### config.mk
export PLATFORM = sky130hd
export DESIGN_NAME = hpc_top
export DESIGN_NICKNAME = d
export VERILOG_FILES = /design/src/hpc_pkg.sv /design/src/hpc_sync_if.sv /design/src/hpc_sync.sv /design/src/hpc_top.sv
export SDC_FILE = /design/constraint.sdc
export NUM_CORES = 1
export LEC_CHECK = 0
export BUFFER_PORTS_ARGS = -buffer_cell sky130_fd_sc_hd__buf_2
export CORE_ASPECT_RATIO = 0.9
export CORE_MARGIN = 3
export CORE_UTILIZATION = 44
export CTS_CLUSTER_SIZE = 8
export DETAILED_ROUTE_END_ITERATION = 8
export PLACE_DENSITY = 0.77
export SLEW_MARGIN = 15
export SYNTH_ARGS = -nofsm -noshare
export SYNTH_HDL_FRONTEND = slang
export SYNTH_SLANG_ARGS = --single-unit
export TNS_END_PERCENT = 100
### constraint.sdc
create_clock -name ref_clk -period 1.8 [get_ports ref_clk]
set_input_delay 0.18 -clock ref_clk [delete_from_list [all_inputs] [get_ports ref_clk]]
set_output_delay 0.18 -clock ref_clk [all_outputs]
set_load 0.01 [all_outputs]
### src/hpc_pkg.sv
// Constants shared by the host port control pin logic.
// Assumes a single 50 MHz clock domain, ref_clk.
package hpc_pkg;
   localparam int DATA_W = 8;
   localparam int IRQ_W = 4;
   localparam int PIN_W = 3;
   localparam int CNT_W = 8;
   // Host interface modes
   localparam logic [1:0] MODE_ASYNC_A = 2'h0;
   localparam logic [1:0] MODE_ASYNC_B = 2'h1;
   localparam logic [1:0] MODE_SYNC_CLK = 2'h2;
   localparam logic [1:0] MODE_BURST = 2'h3;
   // Positions of the pin bits in the synchroniser vector
   localparam int PIN_DBEN = 0;
   localparam int PIN_BLAST = 1;
   localparam int PIN_ASEL = 2;
   // Synchroniser reset level: enables/last idle high, strap high
   localparam logic [PIN_W-1:0] PIN_RST = 3'h7;
   localparam logic [DATA_W-1:0] DATA_RST = 8'h00;
   localparam logic [CNT_W-1:0] CNT_RST = 8'h00;
   localparam logic [CNT_W-1:0] CNT_ONE = 8'h01;
   localparam logic IRQ_LEVEL = 1'b0;
   typedef enum logic [1:0] {
      ST_SINGLE = 2'b01,
      ST_BURST = 2'b10
   } hpc_burst_e;
endpackage

### src/hpc_sync_if.sv
// Carrier between the pin synchroniser and the control logic.
// Assumes both ends run on ref_clk.
`timescale 1ns/100ps
interface hpc_sync_if;
   logic [hpc_pkg::PIN_W-1:0] raw;
   logic [hpc_pkg::PIN_W-1:0] synced;
   modport sync (input raw, output synced);
   modport user (output raw, input synced);
endinterface

### src/hpc_sync.sv
// Two-stage synchroniser for the asynchronous host pins.
// Assumes the raw pins may change at any time relative to ref_clk.
`timescale 1ns/100ps
module hpc_sync (
   input wire logic ref_clk,
   input wire logic rst_n,
   hpc_sync_if.sync pins
);
   import hpc_pkg::*;
   ////////////////////////////////////////////////////////////////////
   // One pair of flops per pin; stage one feeds stage two only
   genvar i;
   generate
      for (i = 0; i < PIN_W; i++) begin : g_bit
         logic meta_reg;
         logic sync_reg;
         always_ff @(posedge ref_clk or negedge rst_n) begin
            if (!rst_n) begin
               meta_reg <= PIN_RST[i];
               sync_reg <= PIN_RST[i];
            end else begin
               meta_reg <= pins.raw[i];
               sync_reg <= meta_reg;
            end
         end
         assign pins.synced[i] = sync_reg;
      end
   endgenerate
endmodule

### src/hpc_top.sv
// Control pins of the 8-bit parallel host port: bus enable, burst end,
// interrupt request, cycle completion and reset handling.
// Assumes a 50 MHz ref_clk; host pins are asynchronous to it, while the
// core-side inputs come from logic on ref_clk.
`timescale 1ns/100ps
// Functional notes
// - Data bus enabled only while enable pin low
// - Low last-of-burst marks final burst transfer
// - Interrupt pin pulled low while service requested
// - Reset is asynchronous and tristates every output
// - Reset returns every register to default
module hpc_top (
   input wire logic ref_clk,
   input wire logic rst_n,
   input wire logic data_bus_drive_enable_n,
   input wire logic burst_final_transfer_n,
   input wire logic addr_loc_sel,
   input wire logic [hpc_pkg::DATA_W-1:0] data_in,
   output logic [hpc_pkg::DATA_W-1:0] data_out,
   output logic data_oe,
   output logic service_request_n_o,
   output logic service_request_n_oe,
   output logic cycle_complete_n_o,
   output logic cycle_complete_n_oe,
   input wire logic [1:0] host_mode,
   input wire logic core_read_dir,
   input wire logic [hpc_pkg::DATA_W-1:0] core_rd_data,
   input wire logic core_xfer_done,
   input wire logic [hpc_pkg::IRQ_W-1:0] core_irq_src,
   output logic [hpc_pkg::DATA_W-1:0] core_wr_data,
   output logic bus_enabled,
   output logic access_allowed,
   output logic burst_active,
   output logic burst_last,
   output logic [hpc_pkg::CNT_W-1:0] burst_count
);
   import hpc_pkg::*;

   ////////////////////////////////////////////////////////////////////
   // Pin synchronisers
   // Two edges of latency on every host pin buy freedom from metastability;
   // a host that turns the bus around must allow for that delay
   hpc_sync_if pins_if ();
   assign pins_if.raw = {addr_loc_sel, burst_final_transfer_n, data_bus_drive_enable_n};

   hpc_sync u_sync (
      .ref_clk(ref_clk),
      .rst_n(rst_n),
      .pins(pins_if.sync)
   );

   logic dben_n_s;
   logic blast_n_s;
   logic asel_s;
   logic burst_mode;
   assign dben_n_s = pins_if.synced[PIN_DBEN];
   assign blast_n_s = pins_if.synced[PIN_BLAST];
   assign asel_s = pins_if.synced[PIN_ASEL];
   assign burst_mode = (host_mode == MODE_BURST);

   ////////////////////////////////////////////////////////////////////
   // Data bus; read data held in flops so the pins never glitch
   logic [DATA_W-1:0] rd_data_reg;
   logic [DATA_W-1:0] wr_data_reg;
   always_ff @(posedge ref_clk or negedge rst_n) begin
      if (!rst_n) begin
         rd_data_reg <= DATA_RST;
         wr_data_reg <= DATA_RST;
      end else begin
         rd_data_reg <= core_rd_data;
         if (!dben_n_s && !core_read_dir) begin
            wr_data_reg <= data_in; // Capture only while the bus is enabled
         end
      end
   end

   // Reset gates the enables directly, no clock edge needed
   assign bus_enabled = rst_n & ~dben_n_s;
   assign data_oe = bus_enabled & core_read_dir;
   assign data_out = rd_data_reg;
   assign core_wr_data = wr_data_reg;

   // Strap low blocks register access; the board must tie it high
   assign access_allowed = asel_s;

   ////////////////////////////////////////////////////////////////////
   // Interrupt request: open drain, low level only
   logic irq_reg;
   always_ff @(posedge ref_clk or negedge rst_n) begin
      if (!rst_n) begin
         irq_reg <= 1'b0;
      end else begin
         irq_reg <= |core_irq_src;
      end
   end
   assign service_request_n_o = IRQ_LEVEL;
   assign service_request_n_oe = rst_n & irq_reg;

   ////////////////////////////////////////////////////////////////////
   // Cycle completion: active low except in the clocked mode
   logic done_reg;
   always_ff @(posedge ref_clk or negedge rst_n) begin
      if (!rst_n) begin
         done_reg <= 1'b0;
      end else begin
         done_reg <= core_xfer_done;
      end
   end
   // Outside the clocked mode the inactive level makes the host stretch its cycle
   assign cycle_complete_n_o = (host_mode == MODE_SYNC_CLK) ? done_reg : ~done_reg;
   assign cycle_complete_n_oe = rst_n;

   ////////////////////////////////////////////////////////////////////
   // Burst tracking; the pin is ignored outside burst mode, since
   // boards tie it to ground there and it would end every access
   hpc_burst_e state_reg;
   hpc_burst_e state_next;
   logic last_now;
   assign last_now = burst_mode & core_xfer_done & ~blast_n_s;

   always_comb begin
      state_next = state_reg;
      case (state_reg)
         ST_SINGLE: begin
            if (burst_mode && core_xfer_done && blast_n_s) begin
               state_next = ST_BURST;
            end
         end
         ST_BURST: begin
            if (last_now || !burst_mode) begin
               state_next = ST_SINGLE;
            end
         end
         default: state_next = ST_SINGLE;
      endcase
   end

   always_ff @(posedge ref_clk or negedge rst_n) begin
      if (!rst_n) begin
         state_reg <= ST_SINGLE;
      end else begin
         state_reg <= state_next;
      end
   end

   // Transfers counted in the current burst, final one included
   // Eight bits wrap silently on very long bursts; only the low byte is kept
   logic [CNT_W-1:0] count_reg;
   logic last_reg;
   always_ff @(posedge ref_clk or negedge rst_n) begin
      if (!rst_n) begin
         count_reg <= CNT_RST;
         last_reg <= 1'b0;
      end else begin
         last_reg <= last_now;
         if (burst_mode && core_xfer_done) begin
            count_reg <= (state_reg == ST_SINGLE) ? CNT_ONE : count_reg + CNT_ONE;
         end
      end
   end
   assign burst_active = (state_reg == ST_BURST);
   assign burst_last = last_reg;
   assign burst_count = count_reg;
endmodule

==> After elaboration in Yosys (flattened, before gate mapping) <==
Cells that the tools add are included.
{ "word_totals": {"ff_bits": 35, "latch_bits": 0, "ramBits": 0, "romBits": 0, "input_bits": 29, "out_inout_bits": 33, "word_cells": 42, "mem_count": 0} }
{ "op_classes": {"addsub": 1, "multipliers": 0, "div": 0, "magnitude_cmp": 0, "eq_ne": 6, "shifts": 0, "mux": 5, "bitwise": 8, "reduce_logical": 9} }
{ "ops": {"columns": ["operator", "count"], "rows": [
  ["$add A8 B1 Y8 const B", 1],
  ["$mux W8", 1],
  ["$eq A2 B2 Y1 const B", 3],
  ["$and A1 B1 Y1", 5],
  ["$mux W2", 2],
  ["$pmux W2 S2", 1],
  ["$reduce_or A4 Y1", 1],
  ["$logic_and A1 B1 Y1", 3],
  ["$logic_not A1 Y1", 3],
  ["$not A1 Y1", 3],
  ["$eq A2 B1 Y1 const B", 1],
  ["$ne A2 B1 Y1 const B", 1],
  ["$ne A2 B2 Y1 const B", 1],
  ["$reduce_and A2 Y1", 1],
  ["$logic_or A1 B1 Y1", 1],
  ["$mux W1", 1]
]} }

==> Depth between registers and ports, before layout <==
Gate-level depths: netlist (run 1).
{ "logic_depth": {"word_depth": 6, "mapped_depth": 4, "ltp_nobuf": 4} }

==> Hierarchy <==
From an unflattened synthesis (run 1), not the netlist that was laid out.
{ "unflattened": {"hier_cells": 98, "hier_area_um2": 1307.5} }
{ "modules_own_cells": {"columns": ["mod", "instances", "cells_per_inst", "area_each_um2", "seq_area_each_um2"], "rows": [
  ["hpc_top", 1, 89, 1127.3, 726.9],
  ["hpc_sync", 1, 9, 180.2, 157.7]
]} }

==> Worst setup path after synthesis (run 1) <==
No wires, ideal clock.
{ "synth_timing": {"path_kind": "register -> register", "startpoint": "register count_reg[1] (netlist: burst_count[1])", "endpoint": "register count_reg[4] (netlist: burst_count[4])", "setup_time_ns": 0.077, "arrival_time_ns": 1.210, "required_time_ns": 1.723, "path_slack_ns": 0.512, "stages_incl_launch_ff": 5, "n_path_buf": 0, "synth_period_minus_slack_ns": 1.288, "path_cell_list": "dfrtp_1 > ha_1 > nand4_1 > or3_1 > a21oi_1"} }
{ "synth_via": {"elab_chain_cells": 2} }
{ "synth_lines": {"columns": ["element", "line_no", "text"], "rows": [
  ["start, declared", "hpc_top.sv:148", "logic [CNT_W-1:0] count_reg;"],
  ["start signal, assigned", "hpc_top.sv:157", "count_reg <= (state_reg == ST_SINGLE) ? CNT_ONE : count_reg + CNT_ONE;"],
  ["$add A8 B1 Y8", "hpc_top.sv:157", null],
  ["$mux W8", "hpc_top.sv:157", null]
]} }
No other way between the ends.
A chain may end at the register's enable or synchronous reset.

==> Final worst setup path (run 1) <==
{ "layout_timing": {"startpoint": "input port rst_n", "endpoint": "output port cycle_complete_n_oe"} }
{ "layout_rtl": {"columns": ["element", "line_no", "text"], "rows": [
  ["start, declared", "hpc_top.sv:14", "input wire logic rst_n,"],
  ["end, declared", "hpc_top.sv:24", "output logic cycle_complete_n_oe,"]
]} }
No word-level cell between the ends.

==> impl.org, run 1 <==
** Floorplanning
- The die covers 3615 µm².
- During I/O placement, the number of pins put on the boundary was 62.
- The initial utilization of the core area, before any placement, comes to 0.4926.
- The die is approximately 63 µm wide.
- The die is roughly 57 µm tall.
- The core region is 2616 µm².
- Cell Rows :: 17

** Setup path
- Worst Path Max Fanout :: 31
- Peak per-stage delay on the critical path :: roughly 530 ps
- The endpoint identified for the worst register-to-register timing path is burst_count[6]$_DFFE_PN0P_.
- The worst setup path is captured at a primary output.
- Crit path arrival time :: 1490 ps
- The kind of cell with the highest combined delay along the critical path is buffers and inverters.
- Critical register-to-register path startpoint :: burst_count[1]$_DFFE_PN0P_
- CP dominant cell by count :: sky130_fd_sc_hd__buf_2
- Number of buffers and inverters on the critical path :: 4
- Required @ worst endpoint :: about 1600 ps
- For flop-to-flop paths, the worst setup slack is between 400 and 500 ps.
- The critical path in this run is classified as in2out.
- The slowest stage of the critical path is the sky130_fd_sc_hd__dlygate4sd3_1 cell.
- The signal on the critical path passes through dlygate4sd3_1, buf_2, buf_4, buf_2.
- The worst setup path is launched from an input port.
- Reg2reg path depth :: 4

** Yosys
- Net count of the mapped netlist :: 124
- Flip-flop and latch count after synthesis :: 35
- Synthesis produced between 90 and 100 cells.
- The Yosys step of the flow raised 0 warnings.
- Netlist Area Pre-Place :: 1289 µm²
- Number of distinct library cells after synthesis :: 30
- Part of the Yosys area used for sequential elements :: 0.6864
- Dividing the synthesized area by the synthesized cell count gives 13.71 µm².

** Timing
- The number of failing hold endpoints at the final stage is 0.
- Tmin final :: roughly 1700 ps
- Aggregate negative setup slack :: 0 ps
- Clock skew on the completed layout was measured at ~4.3 ps.
- Of the available clock period, the critical path in the final layout requires 0.9258.
- Static timing analysis puts the maximum clock frequency at approximately 0.6 GHz.
- Setup violations remaining at the end of the flow were counted as 0.
- Setup repair after global routing left no endpoint under its margin.
- The final max-slew violation count is 0.

** Run
- The tool flagged a number of max-cap violations equal to 0.

** Placement
- Count of port buffers added during placement :: 60
- Final estimated routing congestion in global placement :: a little over 0.7
- In this run, placement finished with an instance count of 191.
- After detailed placement, the total cell area comes to ~1600 µm².

** Finish
- The area growth from synthesis to layout is 43.20%.
- The layout has 201 filler cells.
- Of the cells placed in the final design, the portion with a size suffix greater than 1 is 0.5172.
- Final non-filler cell area :: approximately 1800 µm²
- Summing all multi-input logic gate instances after layout gives 385.4 µm².
- Layout Cells excl Fill :: ~210
- Highest-count cells in the layout ignoring fill and taps :: 60 x sky130_fd_sc_hd__buf_2, 28 x sky130_fd_sc_hd__dfrtp_1, 13 x sky130_fd_sc_hd__dlygate4sd3_1, 8 x sky130_fd_sc_hd__mux2_2, 7 x sky130_fd_sc_hd__dfstp_2
- 0 antenna diodes ended up in the layout.
- For this run, the share of the core covered by cells in the final layout is 0.7054.
- For this run, the post-layout net count is between 200 and 250.
- Register cell area after layout :: a little under 900 µm²
- The library cell used most frequently in the layout, excluding fill and tap cells, is sky130_fd_sc_hd__buf_2.

** Clock tree
- Buffers inserted during clock tree synthesis total 5.
- Worst-path clk slew :: around 100 ps
- Source-to-sink clock delay at the later pin of the worst-skew pair :: about 340 ps
- TritonCTS built the clock tree.
- For this design, the CTS-stage hold fixing added 12 buffers.
- Counting every sink on the clock net gives 35.
- The clock tree synthesis step divided the H-tree into 2 levels.
- Post-CTS timing repair inserted 0 buffers for setup.
- Buffer cell driving the clock tree root :: sky130_fd_sc_hd__clkbuf_4
- CTS Buffer Depth :: 2
- Gates resized during post-CTS repair numbered 0.

** Run status
- Outcome :: complete, no violations

** Hold path
- Counting instances, the worst hold path has a depth of 2.
- The path class of the tightest hold or removal check is in2reg.
- The worst hold path begins at core_irq_src[2].
- Endpoint of the worst hold-timing path :: irq_reg$_DFF_PN0_

** Route
- Drt via density :: roughly 4.7
- The detailed router finished its first iteration with 35 violations.
- DR vias :: around 990
- The count of nets left with antenna violations once routing finished came out at 0.
- The first detailed-routing pass ran for 4 iterations.
- Post-route DRC :: 0
- Wirelength per Cell :: around 13 µm
- Wire length after detailed routing :: ~2800 µm

** Pwr
- Power density cells :: a little over 900 nW/µm²
- Static leakage :: around 0.9 nW
- VDD IR max :: around 0.57 mV
- Summing internal, switching and leakage power gives around 0.0017 W.

** Global route
- Antenna violations before repair :: 0
- Across every metal layer, demand over resource in global routing totals 0.1726.
- Via count of the first global-routing pass :: between 1000 and 1500
- The first global-routing pass estimated 4636 µm of wire.
- Maximum number of pins on one net before global-route repair :: 32
- Total gr overflow :: 0
-- report_power, final --
group | leakage, nW | switching, W | internal, W
Combinational | 0.440 | 0.000110 | 0.000116
Sequential | 0.415 | 0.0000333 | 0.000848
Clock | 0.0482 | 0.000250 | 0.000328
-- cell usage after synthesis (all sizes together) --
cell	n	share of area
or3	4	0.020
xor2	1	0.0068
nand3	1	0.0039
nor3	2	0.0078
or4	2	0.012
inv	1	0.0029
o22a	1	0.0068
xnor2	1	0.0068
nor2	4	0.014
nor2b	4	0.019
nand2	5	0.017
ha	1	0.0097
o31ai	1	0.0058
mux2	8	0.070
and2	2	0.0097
dfstp	7	0.14
o31a	1	0.0078
nand2b	1	0.0049
conb	1	0.0029
a21oi	6	0.023
o21ai	4	0.016
dfrtp	28	0.54
nand4	4	0.024
buf	2	0.012
nor4	1	0.0049
and2b	1	0.0068
-- per-layer routing --
metal	wire length, µm	GRT usage	share of wire	vias up
li1	-	-	-	488
met1	1049	0.1825	0.38	456
met3	249	0.07087	0.090	8
met5	0	0	0	-
met2	1395	0.2872	0.51	39
met4	64	0.1101	0.023	0
-- cells by family after synthesis --
family | Yosys count | synth area share
flip-flops | 35 | 0.6864
AND/OR/NAND/NOR | 31 | 0.1437
AO/OA/AOI/OAI | 13 | 0.05923
multiplexers | 8 | 0.06991
buffers and inverters | 3 | 0.01456
XOR/XNOR | 2 | 0.01359
adder cells (fa/ha/maj) | 1 | 0.009707
other | 1 | 0.002910
-- how the worst max path moves through the flow --
stage	start	end	slack, ps	depth (start not counted)
after global placement	burst_count[0]$_DFFE_PN0P_	burst_count[4]$_DFFE_PN0P_	540	4
after detailed placement	burst_count[0]$_DFFE_PN0P_	burst_count[6]$_DFFE_PN0P_	440	4
final	rst_n	cycle_complete_n_oe	130	4
after CTS	rst_n	cycle_complete_n_oe	80	4
after floorplan	burst_count[1]$_DFFE_PN0P_	burst_count[4]$_DFFE_PN0P_	510	4
after global routing	rst_n	cycle_complete_n_oe	20	4
-- layout make-up --
cell class                      count  area share
Timing Repair Buffer               74      0.2373
Sequential cell                    35      0.4793
Multi-Input combinational cell     56      0.2088
Inverter                            1    0.002034
Tap cell                           38     0.02576
Clock buffer                        6     0.02780
Clock inverter                      2     0.01898
-- per-stage QoR --
step	worst slack [ps]	hold WS [ps]
2_1_floorplan	512.2	-115.6
3_3_place_gp	540.2	9.315
3_5_place_dp	444.9	15.28
4_1_cts	80.18	5.180
5_1_grt	20.90	20.94
6_report	133.5	44.27
Note: power is estimated with default switching activity, not from simulation.
==> inputs of run 2 (changes only) <==
Settings changed: CORE_ASPECT_RATIO 0.9 to not set, REMOVE_ABC_BUFFERS set to 1.
==> impl.org, run 2 (same netlist as run 1, synthesis figures left out) <==
** Run status
- The run finished with clean final reports.

** Setup path
- Register-to-register path setup slack :: between 400 and 500 ps
- The most numerous cell type found on the critical path is sky130_fd_sc_hd__buf_2.
- Worst Path Max Fanout :: 10
- Slowest CP cell :: sky130_fd_sc_hd__dlygate4sd3_1
- Data arrives at the worst endpoint at roughly 1300 ps.
- Walking the worst path, the cells encountered are dlygate4sd3_1, buf_2, nor2b_1, and2_1, buf_2.
- Required @ worst endpoint :: 1620 ps
- STA classifies the critical path endpoint as a primary output.
- Worst setup path start :: rst_n
- Reg2reg path depth :: 4
- STA classifies the critical path startpoint as an input port.
- The worst register-to-register path begins at burst_count[0]$_DFFE_PN0P_.
- End of the worst register-to-register path :: burst_count[4]$_DFFE_PN0P_
- In this design, the stage delay of the slowest critical-path cell is approximately 520 ps.
- The worst setup path is of the in2out kind.

** Hold path
- The worst hold path belongs to the class in2reg.
- Counting instances, the worst hold path has a depth of 1.
- Hold path startpoint :: core_xfer_done
- Endpoint of the worst hold-timing path :: done_reg$_DFF_PN0_

** Timing
- Setup repair after global routing left no endpoint under its margin.
- Final critical-path setup slack :: roughly 280 ps
- In the final timing run, aggregate negative setup slack is 0 ps.
- The final max-slew violation count came to 0.
- Tmin final :: 1519 ps
- The number of failing hold endpoints at the final stage is 0.
- Achievable frequency :: around 0.66 GHz
- Clock skew on the completed layout was measured at between 2 and 3 ps.
- Setup violations remaining at the end of the flow were counted as 0.
- Dividing the final minimum period by the clock period gives 0.8441.

** Floorplanning
- After floorplanning, the core was divided into 19 placement rows.
- Die area :: around 3600 µm²
- Floorplan core area :: 2781 µm²
- From bottom edge to top edge, the die measures between 60 and 70 µm.
- From left edge to right edge, the die measures between 60 and 70 µm.
- The initial utilization of the core area, before any placement, comes to 0.4633.
- Top-Level Pins :: 62

** Clock tree
- After clock tree synthesis, the clock-pin slew on the worst setup and hold paths is 100 ps.
- The cell sitting at the root of the clock tree is a sky130_fd_sc_hd__clkbuf_4.
- TritonCTS clock tree :: yes
- CTS Buffer Depth :: 2
- Gates resized, CTS repair :: 0
- Sink Count :: 35
- In this run the number of H-tree levels came out at 2.
- The number of clock buffers added by TritonCTS is 5.
- Source-to-sink clock delay at the later pin of the worst-skew pair :: between 300 and 400 ps

** Placement
- The congestion estimate from routability-driven global placement came to 0.8098.
- Before CTS, the worst setup slack after placement is between 400 and 500 ps.
- After detailed placement, the total cell area comes to 1628 µm².
- Detailed placement finished with a half-perimeter wire length of approximately 2000 µm.
- In this run, placement finished with an instance count of around 190.
- Count of port buffers added during placement :: 60

** Finish
- The area growth from synthesis to layout is 42.33%.
- Commonest non-fill, non-tap cell in the layout :: sky130_fd_sc_hd__buf_2
- Leaving out filler cells and counting taps, the final layout contains just over 200.
- Summing all non-filler instances in the final layout gives an area of around 1800 µm².
- Layout cell share with drive strength beyond 1 :: 0.5230
- The filler cells instantiated in the layout total approximately 220.
- 0 antenna diodes ended up in the layout.
- Post-layout nets :: around 200
- The library cells used most frequently in the layout, excluding fill and tap cells, are 60 x sky130_fd_sc_hd__buf_2, 28 x sky130_fd_sc_hd__dfrtp_1, 12 x sky130_fd_sc_hd__dlygate4sd3_1, 8 x sky130_fd_sc_hd__mux2_2, 7 x sky130_fd_sc_hd__dfstp_2.
- At the end of the flow the core is filled with cells to 0.6595.

** Global route
- Met1 Usage GRT :: 0.1793
- For this run the aggregate overflow at the end of global routing stands at 0.
- Entering global routing, the biggest net connects 18 pins.
- Met2 Use GR :: 0.3056
- Wire length of the first global-routing pass :: around 4400 µm
- The via count of the first global-routing pass was 1069.
- For met3 alone, demand over resource in global routing was 0.06695.
- The layer flagged by global routing as most heavily used is met2.
- For this run, the total global-route usage over all layers was measured as 0.1716.
- Antenna violations before repair :: 0

** Run
- Across the run, the number of max-cap violations was 0.

** Route
- The final layout contains routed wiring with a total length of about 2800 µm.
- Drt via density :: ~5.0
- Length of the first detailed-routing pass in iterations :: 4
- Dividing the detail-routed wire length by the instance count gives between 10 and 15 µm.
- The detail route stage leaves a number of antenna-violating nets equal to 0.
- Violation count after the first detailed-route iteration :: 33
- Post-route DRC :: 0
- The detailed router placed about 1000 vias in this run.

** Pwr
- VDD sags by at most ~0.9 mV.
- Static leakage :: ~0.90 nW
- Power density cells :: approximately 900 nW/µm²
run 2: layout make-up:
class                      instances  area, µm²  area share
tap                               31      38.79     0.02115
timing repair buffer              74      435.4      0.2374
inverter                           1      3.754    0.002046
multi-input combinational         56      385.4      0.2101
sequential                        35      884.6      0.4823
clock inverter                     2      35.03     0.01910
clock buffer                       6      51.30     0.02797
run 2: how the worst max path moves through the flow:
stage                                 end  slack [ps]  cells past startpoint
3_5_place_dp   burst_count[4]$_DFFE_PN0P_         460                      4
4_1_cts                           data_oe         260                      5
6_report                          data_oe         280                      5
5_1_grt                           data_oe         170                      5
3_3_place_gp   burst_count[6]$_DFFE_PN0P_         540                      4
2_1_floorplan  burst_count[4]$_DFFE_PN0P_         510                      4
run 2: repair_timing:
item	4_1_cts	5_1_grt
hold buffers	12	0
buffers inserted	0	0
hold endpoints to repair	40	0
run 2: power by group:
group / switching, W / internal, W
sequential: 0.0000339 / 0.000848
clock: 0.000254 / 0.000328
combinational: 0.000110 / 0.000116
total: 0.000398 / 0.00129
run 2: metrics by stage:
stage,power (W),hold WS (ps)
after global placement,0.001095,26.25
after detailed placement,0.001104,29.18
after CTS,0.001714,21.13
after floorplan,0.0009817,-115.6
after global routing,0.001778,17.44
final,0.001690,37.29
run 2: worst max-delay path: cells and delay by family:
kind,cells,cell delay (ps)
simple gates,2,320
buf+inv,3,850
run 2: routing by layer:
layer,part of all wire,wire (µm)
met2,0.55,1529
met1,0.38,1049
met5,0,0
met4,0.016,44
met3,0.059,165
==> inputs of run 3 (changes only) <==
Settings changed: ABC_AREA set to 1, CORE_UTILIZATION 44 to 45.
Clock period 1.8 ns to 1.51 ns, I/O delays scaled along.
==> impl.org, run 3 <==
** Run status
- Outcome :: complete, no violations

** Clock tree
- CTS saw 35 sinks.
- After clock tree synthesis, the clock-pin slew on the worst setup and hold paths is about 110 ps.
- TritonCTS built the clock tree.
- Buffer cell driving the clock tree root :: sky130_fd_sc_hd__clkbuf_4
- Number of buffers added by the clock tree synthesis step :: 5
- The clock tree synthesis step divided the H-tree into 2 levels.
- Source-to-sink clock delay at the later pin of the worst-skew pair :: about 340 ps
- The longest clock path from root to sink contains 2 buffers.

** Yosys
- Number of distinct library cells after synthesis :: 23
- Cells after Synth :: 117
- Part of the Yosys area used for sequential elements :: 0.6492
- Count of yosys warnings during synthesis :: 0
- Dividing the synthesized area by the synthesized cell count gives roughly 12 µm².
- Number of synthesized flops with an enable pin :: 0
- Summed over all instances, the cell type with the most area after synthesis is sky130_fd_sc_hd__dfrtp_1.
- Flip-flop and latch count after synthesis :: 35
- In the synthesized netlist the dominant register cell turns out to be sky130_fd_sc_hd__dfrtp_1.
- Leading post-synthesis cells by instance count :: 28 x sky130_fd_sc_hd__dfrtp_1, 22 x sky130_fd_sc_hd__nand2_1, 13 x sky130_fd_sc_hd__inv_1
- Fraction of synthesized cell area taken by the top area cell type :: 0.5142
- The most common cell in the synthesized netlist is sky130_fd_sc_hd__dfrtp_1.
- Proportion of register bits with asynchronous set or reset after synthesis :: 1.000
- The synthesized netlist occupies a cell area of ~1400 µm².
- By area the synthesized netlist is led by sky130_fd_sc_hd__dfrtp_1 51%, sky130_fd_sc_hd__dfstp_2 13%, sky130_fd_sc_hd__mux2_2 6.6%.

** Placement
- Final estimated routing congestion in global placement :: about 0.75
- Before CTS, the worst setup slack after placement is 319.9 ps.
- Count of port buffers added during placement :: 60
- Once detailed placement completed, the half-perimeter wirelength came to between 1500 and 2000 µm.

** Global route
- The initial antenna violation count is 0.
- Global routing usage summed across all routing layers :: 0.1759
- For this run the aggregate overflow at the end of global routing stands at 0.
- Via count of the first global-routing pass :: ~1100
- Maximum number of pins on one net before global-route repair :: 15
- The first global-routing pass estimated 4678 µm of wire.

** Route
- Drt via density :: between 4 and 5
- The detail route stage leaves a number of antenna-violating nets equal to 0.
- Post-route DRC :: 0
- DR vias :: approximately 1100
- The detailed router put a total of roughly 1100 µm of wire on met1.
- After the first detailed-routing iteration, the DRC count stood at 48.
- The detailed router used layers up to and including met4.
- Length of the first detailed-routing pass in iterations :: 4
- Wire length on met3 :: between 150 and 200 µm
- Summed over all nets, wire length on met2 after detailed routing comes to approximately 1500 µm.
- Wire length after detailed routing :: ~2800 µm
- Dividing the detail-routed wire length by the instance count gives about 12 µm.

** Finish
- Post-layout nets :: 232
- Commonest non-fill, non-tap cell in the layout :: sky130_fd_sc_hd__buf_2
- Layout overhead on the synthesized area :: 43.16%
- Count of inserted antenna diode cells :: 0
- Final design utilization :: 0.6895
- In the final layout, the share of cells above drive strength 1 is 0.4778.
- Highest-count cells in the layout ignoring fill and taps :: 60 x sky130_fd_sc_hd__buf_2, 28 x sky130_fd_sc_hd__dfrtp_1, 22 x sky130_fd_sc_hd__nand2_1, 17 x sky130_fd_sc_hd__dlygate4sd3_1, 13 x sky130_fd_sc_hd__inv_1

** Floorplanning
- The die covers approximately 3700 µm².
- Floorplan core area :: around 2800 µm²
- 62 I/O pins were placed.
- The die is roughly 61 µm tall.
- The initial utilization of the core area, before any placement, comes to 0.4816.
- Cell Rows :: 19
- X dimension of the die :: between 60 and 70 µm

** Timing
- Final critical-path setup slack :: roughly 130 ps
- The number of failing hold endpoints at the final stage came to 0.
- Post-route clock period utilization :: 0.9125
- Setup repair after global routing left no endpoint under its margin.
- Based on the critical path, the design can be clocked at up to between 0.7 and 0.8 GHz.
- Post-Route Skew :: 5.841 ps
- Aggregate negative setup slack :: 0 ps
- Final number of setup-violating endpoints :: 0
- The clock period could shrink to between 1000 and 1500 ps.
- The final max-slew violation count is 0.

** Hold path
- Classification of the worst-slack hold path :: in2reg
- The startpoint identified for the worst hold timing path is data_in[7].

** Setup path
- Required @ worst endpoint :: 1360 ps
- Critical register-to-register path startpoint :: u_sync.g_bit[0].sync_reg$_DFF_PN1_
- Worst setup path start :: rst_n
- Worst Path Max Fanout :: 12
- Critical path launch point type :: input port
- Crit Path Category :: in2out
- Data on the critical path arrives at its endpoint at around 1200 ps.
- Worst setup EP type :: primary output

** Pwr
- Static leakage :: approximately 1.0 nW
- In this run the power density over the cells is slightly below 1000 nW/µm².
- Summing internal, switching and leakage power gives about 0.0019 W.
- VDD sags by at most about 0.73 mV.

** Run
- Max-cap violations in this run came to 0.
## run 3: cell types whose count changed after synthesis, moves of 4 or more
| cell | delta |
|---|---|
| sky130_fd_sc_hd__nand2_1 | +18 |
| sky130_fd_sc_hd__inv_1 | +12 |
| sky130_fd_sc_hd__a21oi_1 | -4 |
| sky130_fd_sc_hd__nand3_1 | +4 |
| sky130_fd_sc_hd__nor2_1 | +4 |
| sky130_fd_sc_hd__nor2b_1 | -4 |
## run 3: path summary, 6_finish.rpt
kind | slack (ps) | cells past startpoint | endpoint
worst min-delay path | 30 | 2 | core_wr_data[7]$_DFFE_PN0P_
worst max register to register | 300 | 2 | core_wr_data[0]$_DFFE_PN0P_
worst min register to register | 360 | 0 | u_sync.g_bit[0].sync_reg$_DFF_PN1_
worst max-delay path | 130 | 6 | service_request_n_oe
max in group asynchronous | 750 | 4 | u_sync.g_bit[2].sync_reg$_DFF_PN1_
min in group asynchronous | 300 | 3 | core_wr_data[6]$_DFFE_PN0P_
## run 3: per-layer routing
layer / vias to the layer above / global-route usage
li1: 532 / -
met1: 524 / 0.1916
met2: 36 / 0.3051
met3: 4 / 0.07338
met4: 0 / 0.06502
met5: - / 0
## run 3: worst max-delay path, cell delays in order
cell and delay, ps:
sky130_fd_sc_hd__dlygate4sd3_1 520, sky130_fd_sc_hd__buf_2 150, sky130_fd_sc_hd__buf_6 170, sky130_fd_sc_hd__nand2_1 60, sky130_fd_sc_hd__inv_1 50, sky130_fd_sc_hd__buf_2 120
## run 3: layout make-up
type	instances	area (µm²)
well taps	31	38.79
multi-input cells	65	406.6
clock inverters	2	16.27
fillers	221	878.3
repair buffers	80	496.7
clock buffers	6	51.30
flip-flops and latches	35	884.6
inverters	15	56.30
## run 3: cells by family (layout without fill, tap and decap cells)
kind of cell / after synthesis / after routing / share of synthesized area
xor+xnor: 3 / 3 / 0.01929
flops: 35 / 35 / 0.6492
other cells: 1 / 1 / 0.002752
mux: 8 / 8 / 0.06612
simple gates: 46 / 46 / 0.1745
compound gates: 6 / 6 / 0.02663
buf+inv: 17 / 103 / 0.05234
fa+ha+maj: 1 / 1 / 0.009181
## run 3: timing repair
item / CTS / global route
endpoints found under the hold margin: 34 / 0
hold buffers: 17 / 0
endpoints found under the setup margin: 0 / 1
resized for setup: 0 / 1
setup buffers: 0 / 0
## run 3: power breakdown
| part | total, W | switching (W) | internal, W |
|---|---|---|---|
| Clock | 0.000554 | 0.000325 | 0.000229 |
| Combinational | 0.000279 | 0.000135 | 0.000144 |
| Sequential | 0.00104 | 0.0000353 | 0.00101 |
## run 3: metrics by stage
stage | area [µm²] | hold WS [ps] | instances
floorplan | 1348 | -144.6 | 115
global placement | 1709 | 133.9 | 209
detailed placement | 1709 | 144.1 | 209
CTS | 1947 | 23.22 | 234
global route | 1951 | 6.451 | 234
finish | 1951 | 34.34 | 234
